===== src/logic/mirm_pkg.sv =====
package mirm_pkg;
    localparam logic [7:0] ADDR_GLOBAL_EVENT = 8'h11;
    localparam logic [7:0] ADDR_MAG_FLAGS = 8'h16;
    localparam logic [7:0] ADDR_MAG_AMP_LO = 8'h17;
    localparam logic [7:0] ADDR_MAG_AMP_HI = 8'h18;
    localparam logic [7:0] ADDR_CH2_MODE = 8'h42;
    localparam logic [7:0] ADDR_CH2_TUNE_MODE = 8'h45;
    localparam logic [7:0] ADDR_CH2_TUNE_TGT = 8'h48;
    localparam logic [7:0] ADDR_CH2_EXTRA = 8'h4b;
    localparam logic [7:0] ADDR_UI_EN_FILT = 8'h50;
    localparam logic [7:0] ADDR_MAG_CHARGE = 8'h90;
    localparam logic [7:0] ADDR_MAG_TUNE_TGT = 8'h91;
    localparam logic [7:0] ADDR_MAG_SWITCH = 8'ha0;
    localparam logic [7:0] ADDR_MAG_NEAR_THR = 8'ha1;
    localparam logic [7:0] ADDR_MAG_CLOSE_THR = 8'ha2;
    // Global event bit positions.
    localparam int EV_MAGNET_BIT = 2;
    localparam int EV_BANDED_BIT = 3;
    // Magnet flag bit positions.
    localparam int FL_POLARITY_BIT = 0;
    localparam int FL_NEAR_BIT = 1;
    localparam int FL_CLOSE_BIT = 2;
    // Banded detection enable bit in the UI enable register.
    localparam int UI_BANDED_EN_BIT = 0;
    // Channel 2 mode field: bits 1:0 sensor mode, bits 3:2 receive inputs.
    localparam logic [1:0] MODE_INDUCTIVE = 2'h2;
    localparam logic [7:0] RST_CFG = 8'h00;
    localparam logic [7:0] RST_RESULT = 8'h00;
    localparam int CFG_COUNT = 10;
    typedef enum logic [1:0] {
        mirm_idle_e,
        mirm_capture_e,
        mirm_publish_e
    } mirm_state_e;
endpackage : mirm_pkg


===== src/logic/mirm_conv_if.sv =====
`timescale 1ns/1ps
interface mirm_conv_if;
    logic done;
    logic [15:0] pos_data;
    logic [15:0] neg_data;
    logic [15:0] amplitude;
    logic south;
    logic valid;
    modport src (output done, output pos_data, output neg_data,
                 input amplitude, input south, input valid);
    modport dif (input done, input pos_data, input neg_data,
                 output amplitude, output south, output valid);
endinterface : mirm_conv_if


===== src/logic/mirm_diff.sv =====
`timescale 1ns/1ps
module mirm_diff (
    input wire logic clk,
    input wire logic arst_n,
    mirm_conv_if.dif cv
);
    import mirm_pkg::*;
    logic [15:0] amp;
    logic [15:0] next_amp;
    logic sth;
    logic next_sth;
    logic vld;
    logic next_vld;

    // Positive minus negative channel; polarity from sign.
    always_comb begin
        next_vld = cv.done;
        next_amp = amp;
        next_sth = sth;
        if (cv.done) begin
            if (cv.neg_data > cv.pos_data) begin
                next_amp = cv.neg_data - cv.pos_data;
                next_sth = 1'b1;
            end else begin
                next_amp = cv.pos_data - cv.neg_data;
                next_sth = 1'b0;
            end
        end
    end

    always_ff @(posedge clk or negedge arst_n) begin
        if (!arst_n) begin
            amp <= 16'h0000;
            sth <= 1'b0;
            vld <= 1'b0;
        end else begin
            amp <= next_amp;
            sth <= next_sth;
            vld <= next_vld;
        end
    end

    assign cv.amplitude = amp;
    assign cv.south = sth;
    assign cv.valid = vld;
endmodule : mirm_diff


===== src/logic/mirm_top.sv =====
`timescale 1ns/1ps
module mirm_top (
    input wire logic clk,
    input wire logic arst_n,
    input wire logic [7:0] reg_addr,
    input wire logic reg_wr,
    input wire logic reg_rd,
    input wire logic [7:0] reg_wdata,
    output logic [7:0] reg_rdata,
    input wire logic mag_conv_done,
    input wire logic [15:0] mag_pos_data,
    input wire logic [15:0] mag_neg_data,
    input wire logic ch2_conv_done,
    input wire logic [15:0] ch2_data,
    input wire logic [15:0] ch2_base,
    output logic [7:0] magnet_charge_cfg,
    output logic [7:0] ch2_mode_cfg
);
    import mirm_pkg::*;

    mirm_conv_if cv ();
    assign cv.done = mag_conv_done;
    assign cv.pos_data = mag_pos_data;
    assign cv.neg_data = mag_neg_data;

    mirm_diff u_diff (
        .clk(clk),
        .arst_n(arst_n),
        .cv(cv.dif)
    );

    logic [7:0] cfg [CFG_COUNT];
    logic [7:0] next_cfg [CFG_COUNT];
    logic [7:0] gev;
    logic [7:0] next_gev;
    logic [7:0] flags;
    logic [7:0] next_flags;
    logic [15:0] amp;
    logic [15:0] next_amp;
    logic [7:0] rdata;
    logic [7:0] next_rdata;
    logic banded_hit;
    logic next_banded_hit;

    function automatic int cfg_index(input logic [7:0] a);
        case (a)
            ADDR_CH2_MODE: cfg_index = 0;
            ADDR_CH2_TUNE_MODE: cfg_index = 1;
            ADDR_CH2_TUNE_TGT: cfg_index = 2;
            ADDR_CH2_EXTRA: cfg_index = 3;
            ADDR_UI_EN_FILT: cfg_index = 4;
            ADDR_MAG_CHARGE: cfg_index = 5;
            ADDR_MAG_TUNE_TGT: cfg_index = 6;
            ADDR_MAG_SWITCH: cfg_index = 7;
            ADDR_MAG_NEAR_THR: cfg_index = 8;
            ADDR_MAG_CLOSE_THR: cfg_index = 9;
            default: cfg_index = -1;
        endcase
    endfunction : cfg_index

    // Amplitudes of 256 or more clear any 8-bit threshold outright, so a
    // strong field never wraps back below a level it has passed.
    function automatic logic reaches(input logic [15:0] a,
        input logic [7:0] thr);
        reaches = a[15:8] != 8'h00 || a[7:0] >= thr;
    endfunction : reaches

    // Writable configuration; writes to read-only or unmapped are ignored.
    always_comb begin
        int idx;
        idx = cfg_index(reg_addr);
        for (int i = 0; i < CFG_COUNT; i++) begin
            next_cfg[i] = cfg[i];
        end
        if (reg_wr && idx >= 0) begin
            next_cfg[idx] = reg_wdata;
        end
    end

    // Thresholds compared against the differential amplitude; both flags
    // and amplitude are taken from the same conversion in one edge.
    always_comb begin
        next_flags = flags;
        next_amp = amp;
        next_gev = gev;
        if (cv.valid) begin
            next_amp = cv.amplitude;
            next_flags = 8'h00;
            next_flags[FL_POLARITY_BIT] = cv.south;
            next_flags[FL_NEAR_BIT] = reaches(cv.amplitude, cfg[8]);
            next_flags[FL_CLOSE_BIT] = reaches(cv.amplitude, cfg[9]);
            if ((next_flags[FL_NEAR_BIT] && !flags[FL_NEAR_BIT]) ||
                (next_flags[FL_CLOSE_BIT] && !flags[FL_CLOSE_BIT])) begin
                next_gev[EV_MAGNET_BIT] = ~gev[EV_MAGNET_BIT];
            end
        end
        // Banded detection is a level that follows channel 2, masked by the UI banded enable bit.
        next_gev[EV_BANDED_BIT] = banded_hit &&
            cfg[4][UI_BANDED_EN_BIT];
    end

    // Channel 2 in inductive mode is the only banded detection source.
    always_comb begin
        next_banded_hit = banded_hit;
        if (ch2_conv_done) begin
            next_banded_hit = cfg[0][1:0] == MODE_INDUCTIVE &&
                ch2_data > ch2_base &&
                (ch2_data - ch2_base) >= {8'h00, cfg[2]};
        end
    end

    always_comb begin
        case (reg_addr)
            ADDR_GLOBAL_EVENT: next_rdata = gev;
            ADDR_MAG_FLAGS: next_rdata = flags;
            ADDR_MAG_AMP_LO: next_rdata = amp[7:0];
            ADDR_MAG_AMP_HI: next_rdata = amp[15:8];
            default: begin
                next_rdata = 8'h00;
                if (cfg_index(reg_addr) >= 0) begin
                    next_rdata = cfg[cfg_index(reg_addr)];
                end
            end
        endcase
        if (!reg_rd) begin
            next_rdata = rdata;
        end
    end

    always_ff @(posedge clk or negedge arst_n) begin
        if (!arst_n) begin
            for (int i = 0; i < CFG_COUNT; i++) begin
                cfg[i] <= RST_CFG;
            end
            gev <= RST_RESULT;
            flags <= RST_RESULT;
            amp <= 16'h0000;
            rdata <= 8'h00;
            banded_hit <= 1'b0;
            magnet_charge_cfg <= RST_CFG;
            ch2_mode_cfg <= RST_CFG;
        end else begin
            cfg <= next_cfg;
            gev <= next_gev;
            flags <= next_flags;
            amp <= next_amp;
            rdata <= next_rdata;
            banded_hit <= next_banded_hit;
            magnet_charge_cfg <= next_cfg[5];
            ch2_mode_cfg <= next_cfg[0];
        end
    end

    assign reg_rdata = rdata;
endmodule : mirm_top


===== config.mk =====
export PLATFORM = sky130hd
export DESIGN_NAME = mirm_top
export DESIGN_NICKNAME = d
export VERILOG_FILES = /design/src/logic/mirm_pkg.sv /design/src/logic/mirm_conv_if.sv /design/src/logic/mirm_diff.sv /design/src/logic/mirm_top.sv
export SDC_FILE = /design/constraint.sdc
export NUM_CORES = 1
export LEC_CHECK = 0
export BUFFER_PORTS_ARGS = -buffer_cell sky130_fd_sc_hd__buf_2
export CORE_ASPECT_RATIO = 0.6
export CORE_MARGIN = 2
export CORE_UTILIZATION = 60
export CTS_CLUSTER_DIAMETER = 150
export CTS_CLUSTER_SIZE = 28
export DETAILED_ROUTE_END_ITERATION = 6
export PLACE_DENSITY_LB_ADDON = 0.12
export SYNTH_ARGS = -nofsm -noshare
export SYNTH_HDL_FRONTEND = slang
export SYNTH_SLANG_ARGS = --single-unit

===== constraint.sdc =====
create_clock -name clk -period 3.83 [get_ports clk]
set_clock_uncertainty 0.1 [all_clocks]
set_input_delay 0.1915 -clock clk [delete_from_list [all_inputs] [get_ports clk]]
set_output_delay 0.1915 -clock clk [all_outputs]
set_load 0.02 [all_outputs]

# After elaboration in Yosys (flattened, before gate mapping)
# Index checks and enable logic that the tools add are counted.
[word_totals] regBits=128 in_bits=86 output_inout_bits=24 elab_cells=79
[op_classes] addsub=3 order_cmp=10 eq_ne=15 n_mux=14 bitwise=3 n_reduce_logical=15
[ops] cell="$pmux 32 s10" count=1
[ops] cell="$mux 32" count=3
[ops] cell="$bwmux 80" count=1
[ops] cell="$ge 32x1->1 const B" count=2
[ops] cell="$ge 32x5->1 const B" count=2
[ops] cell="$not 32->32" count=2
[ops] cell="$sub 16x16->16" count=3
[ops] cell="$eq 8x7->1 const B" count=5
[ops] cell="$eq 8x8->1 const B" count=5
[ops] cell="$bmux 8 s4" count=1
[ops] cell="$demux 8 s4" count=1
[ops] cell="$eq 8x5->1 const B" count=4
[ops] cell="$gt 16x16->1" count=2
[ops] cell="$lt 32x1->1 const B" count=1
[ops] cell="$mux 8" count=4
[ops] cell="$pmux 8 s4" count=1
[ops] cell="$ge 16x8->1" count=1
[ops] cell="$ge 8x8->1" count=2
[ops] cell="$mux 16" count=1
[ops] cell="$reduce_bool 8->1" count=1
[ops] cell="$logic_and 1x1->1" count=7
[ops] cell="$reduce_or 4->1" count=1
[ops] cell="$logic_or 1x1->1" count=3
[ops] cell="$eq 2x2->1 const B" count=1
[ops] cell="other kinds (4)" count=5

# Logic depth before layout (Yosys ltp)
[depth] ltp_word=12 mapped_depth=16 mapped_depth_nobuf=15

# Cells and area by module
# From an unflattened synthesis, not the netlist that was laid out.
[unflattened] hier_cells=932 hier_area_um2=9132.5
[modules_own_cells] mod="mirm_top" n_inst=1 cells_per_inst=652 area_each_um2=6904.1 seq_area_each_um2=2752.6
[modules_own_cells] mod="mirm_diff" n_inst=1 cells_per_inst=280 area_each_um2=2228.4 seq_area_each_um2=450.4

# Worst setup path after synthesis
# OpenSTA, ideal clock, no wires.
[synth_path] path_kind="in2reg" from="input ch2_data[0]" to="register banded_hit" setup_time_ns=0.126 t_arrival_ns=3.024 t_required_ns=3.604 setup_slack_ns=0.580 cell_stages=15 path_buffers=0 cell_sequence="inv_1 ha_1 fa_1 nor2b_1 o2111ai_1 nand3b_1 xor2_1 ha_1 a21o_1 a222oi_1 nand4_1 a41o_1 a211oi_1 nand4_1 o32a_1"
[synth_between] elab_chain_cells=3 word_cells_on_any_way=5 classes_between="add/sub: 1; order compare: 2; reduce/logical: 2"
[synth_rtl] item="start, declared" line_no="mirm_top.sv:14" source="input wire logic [15:0] ch2_data,"
[synth_rtl] item="$sub 16x16->16 or $gt 16x16->1 (tied branches)" line_no="mirm_top.sv:108, mirm_top.sv:107"
[synth_rtl] item="$ge 16x8->1 or $logic_and 1x1->1 (tied branches)" line_no="mirm_top.sv:108, mirm_top.sv:106"
[synth_rtl] item="$logic_and 1x1->1 *" line_no="mirm_top.sv:107" source="ch2_data > ch2_base &&"
[synth_rtl] item="end signal, assigned" line_no="mirm_top.sv:148" source="banded_hit <= next_banded_hit;"
[synth_rtl] item="end, declared" line_no="mirm_top.sv:42" source="logic banded_hit;"
# Mark *: on every way between the ends. The rest lies on a longest branch, timed or not.
# A chain may end at the register's enable or synchronous reset.

# Worst setup path in the final report
# Ends and elaborated chain as after synthesis.

==> flow_summary.json <==
{
  "outcome": "finished clean",
  "synth_warnings": 0,
  "grt_use_total_pct": 31.7,
  "die_h_um": 102,
  "drt-wirelength-per-cell_um": 20.3,
  "drive_gt1_share_pct": 25.9,
  "core.rowCount": 35,
  "drt_first_pass_iters": 6,
  "die_w_um": 167,
  "final_cell_mix": "dfrtp_1, buf_2, mux2_2, inv_1, ha_1",
  "initial_utilization_pct": 61.8,
  "fin_tns_setup_ns": 0,
  "drc_errors": 0,
  "syn_inst": 1008,
  "wirelength_um": 26600,
  "synth-main-ff-cell": "dfrtp_1",
  "layout_commonest_cell": "dfrtp_1",
  "avgSynthCellArea_um2": 9.44,
  "vias_per_cell": 6.35,
  "clk_latency_ns": 0.41,
  "fmaxAchievable_mhz": 301,
  "grt_pass1_vias": 7483,
  "area_growth_pct": 13.1,
  "antenna_found_initial": 0,
  "cp.arrival_ns": 3.51,
  "hpwlAfterDp_um": 20600,
  "grt_overflow": 0,
  "root_buffer": "clkbuf_16",
  "path_clk_slew_ns": 0.06,
  "static-leakage-power_uw": 0.00523,
  "diodes": 0,
  "cts_tree": "yes",
  "fin_nets": 1253,
  "worstMarginPinSlew_ns": 1.16,
  "slew_headroom_pct": 22.1,
  "cts-htree-levels": 4,
  "async_reset_ff_share_pct": 100,
  "ir_drop_v": 0.000301,
  "dpl_cell_area_um2": 10100,
  "hold_path.class": "input pin to register",
  "multi_input_area_um2": 5640,
  "synth-edff-count": 0,
  "cts_buffer_depth": 2,
  "synth_fp_nets": 1168,
  "timing.final.crit_share_pct": 86.7,
  "drtIter0Drc": 806,
  "portBuffers": 109,
  "grt_max_degree": 77,
  "syn_area_um2": 9520,
  "core-area_um2": 15400,
  "ioPinCount": 110,
  "vias": 8310,
  "synth-seq-area-share_pct": 33.6,
  "setup_viol": 0,
  "ys_seq_elements": 128,
  "antenna_left": 0,
  "place.gp.congestion": 0.917,
  "drv_cap": 0,
  "cp-end-kind": "register",
  "nFillCells": 1203,
  "rsz0062_at_grt": "false",
  "crit_path_start_kind": "input pin",
  "crit_path_max_fanout": 3,
  "cts_made_buffers": 17,
  "dieArea_um2": 16900,
  "synth_cell_types": 79,
  "drv_slew": 0,
  "crit_type": "input pin to register",
  "fin_crit_ns": 3.32,
  "power.density_nw_per_um2": 399,
  "clock_sinks": 128,
  "grt_pass1_wl_um": 41800,
  "cts_resized": 0,
  "final_area_um2": 10800,
  "regArea_um2": 3200,
  "hold_violations": 0,
  "critical_path_required_ns": 4.02
}
## synth_stat cells, types with 4 or more instances
library cell	count	area, um2
a211o_1	6	52.6
a211oi_1	12	90.1
a21o_1	14	105
a21oi_1	48	240
a221oi_1	6	52.6
a22oi_1	8	60.1
a311oi_1	4	35.0
a31oi_1	20	125
a41o_1	6	60.1
and2_1	6	37.5
and4_1	7	61.3
buf_1	10	37.5
buf_2	12	60.1
buf_4	19	143
clkbuf_1	18	67.6
dfrtp_1	128	3200
ha_1	71	888
inv_1	90	338
mux2_2	106	1190
mux2i_1	25	250
nand2_1	70	263
nand2b_1	11	68.8
nand3_1	24	120
nand4_1	11	68.8
nand4_4	4	85.1
nor2_1	68	255
nor2b_1	14	87.6
nor3_1	16	80.1
nor3b_1	4	30.0
nor4_1	9	56.3
o2111ai_1	5	43.8
o211ai_1	7	52.6
o21a_1	10	75.1
o21ai_0	37	185
o31ai_1	6	45.0
or3_1	6	37.5
xnor2_1	10	87.6
xor2_1	7	61.3
## routing by layer
metal | part of all wire [%] | vias to the layer above | track usage (%) | routed length [um]
li1 | - | 3821 | - | -
met1 | 51 | 4037 | 52.6 | 13500
met2 | 36 | 416 | 39.5 | 9710
met3 | 12 | 36 | 9.53 | 3170
met4 | 0.80 | 0 | 5.17 | 214
met5 | 0 | - | 0 | 0
## critical path, stage by stage
cell and delay [ns]:
buf_2 0.07, inv_1 0.03, ha_1 0.23, fa_1 0.41, nor2b_1 0.23, o2111ai_1 0.16, nand3b_1 0.16, xor2_1 0.17
ha_1 0.26, a21o_1 0.18, a222oi_1 0.32, nand4_1 0.12, a41o_1 0.22, a211oi_1 0.26, nand4_1 0.15, o32a_1 0.36
## through the flow
step / setup WS [ns] / hold WS, ns / instances / total power, uW / utilization [%]
2_1_floorplan: 0.580 / -0.204 / 1008 / 2230 / -
3_3_place_gp: 0.278 / 0.295 / 1276 / 2520 / 65.6
3_5_place_dp: 0.188 / 0.298 / 1276 / 2540 / 65.6
4_1_cts: 0.606 / 0.0187 / 1309 / 4280 / 69.9
5_1_grt: 0.442 / 0.0253 / 1309 / 4490 / 69.9
6_report: 0.508 / 0.0294 / 1309 / 4300 / 69.9
## worst paths after layout
check                      slack [ns]  cells after the start           startpoint                                   to
min reg2reg                      0.39                      1   gev[2]$_DFFE_PN0P_                   gev[2]$_DFFE_PN0P_
max                              0.51                     16          ch2_data[0]               banded_hit$_DFFE_PN0P_
min in group asynchronous        0.36                      2               arst_n  u_diff.cv.amplitude[11]$_DFFE_PN0P_
min                              0.03                      3        ch2_conv_done               banded_hit$_DFFE_PN0P_
max reg2reg                      1.19                      9  cfg[62]$_DFFE_PN0P_               banded_hit$_DFFE_PN0P_
max in group asynchronous        2.30                      3               arst_n                  cfg[23]$_DFFE_PN0P_
## logic make-up (layout without fill, tap and decap cells)
kind of cell | count (synthesis) | after routing | share of synthesized area [%]
AO/OA/AOI/OAI | 226 | 226 | 16.3
XOR/XNOR | 17 | 17 | 1.56
adder cells (fa/ha/maj) | 74 | 74 | 9.96
buffers and inverters | 152 | 250 | 7.14
flip-flops | 128 | 128 | 33.6
multiplexers | 133 | 133 | 15.4
AND/OR/NAND/NOR | 278 | 278 | 16.0
## final cells by class
cell class              instances  share of cell area [%]
clock buffers                  17                    3.95
clock inverters                15                    2.03
inverters                      90                    3.14
multi-input cells             728                    52.3
flip-flops and latches        128                    29.7
well taps                     203                    2.36
repair buffers                128                    6.44
## power by group
group | total, uW | switching (uW) | internal (uW) | leakage, uW
sequential | 1600 | 112 | 1490 | 0.00168
combinational | 961 | 547 | 413 | 0.00324
clock | 1740 | 730 | 1010 | 0.000314
total | 4300 | 1390 | 2910 | 0.00523
## flip-flops by register name, indices dropped and copies added, names as in the netlist
register and count:
cfg 80, amp 16, u_diff.cv.amplitude 16, reg_rdata 8, flags 3, gev 2
banded_hit 1, u_diff.cv.south 1, u_diff.cv.valid 1
## what timing repair did
item	in CTS	in global routing
hold buffers	1	0
buffers inserted	0	0
hold endpoints to repair	74	0
(Power assumes the default switching activity.)
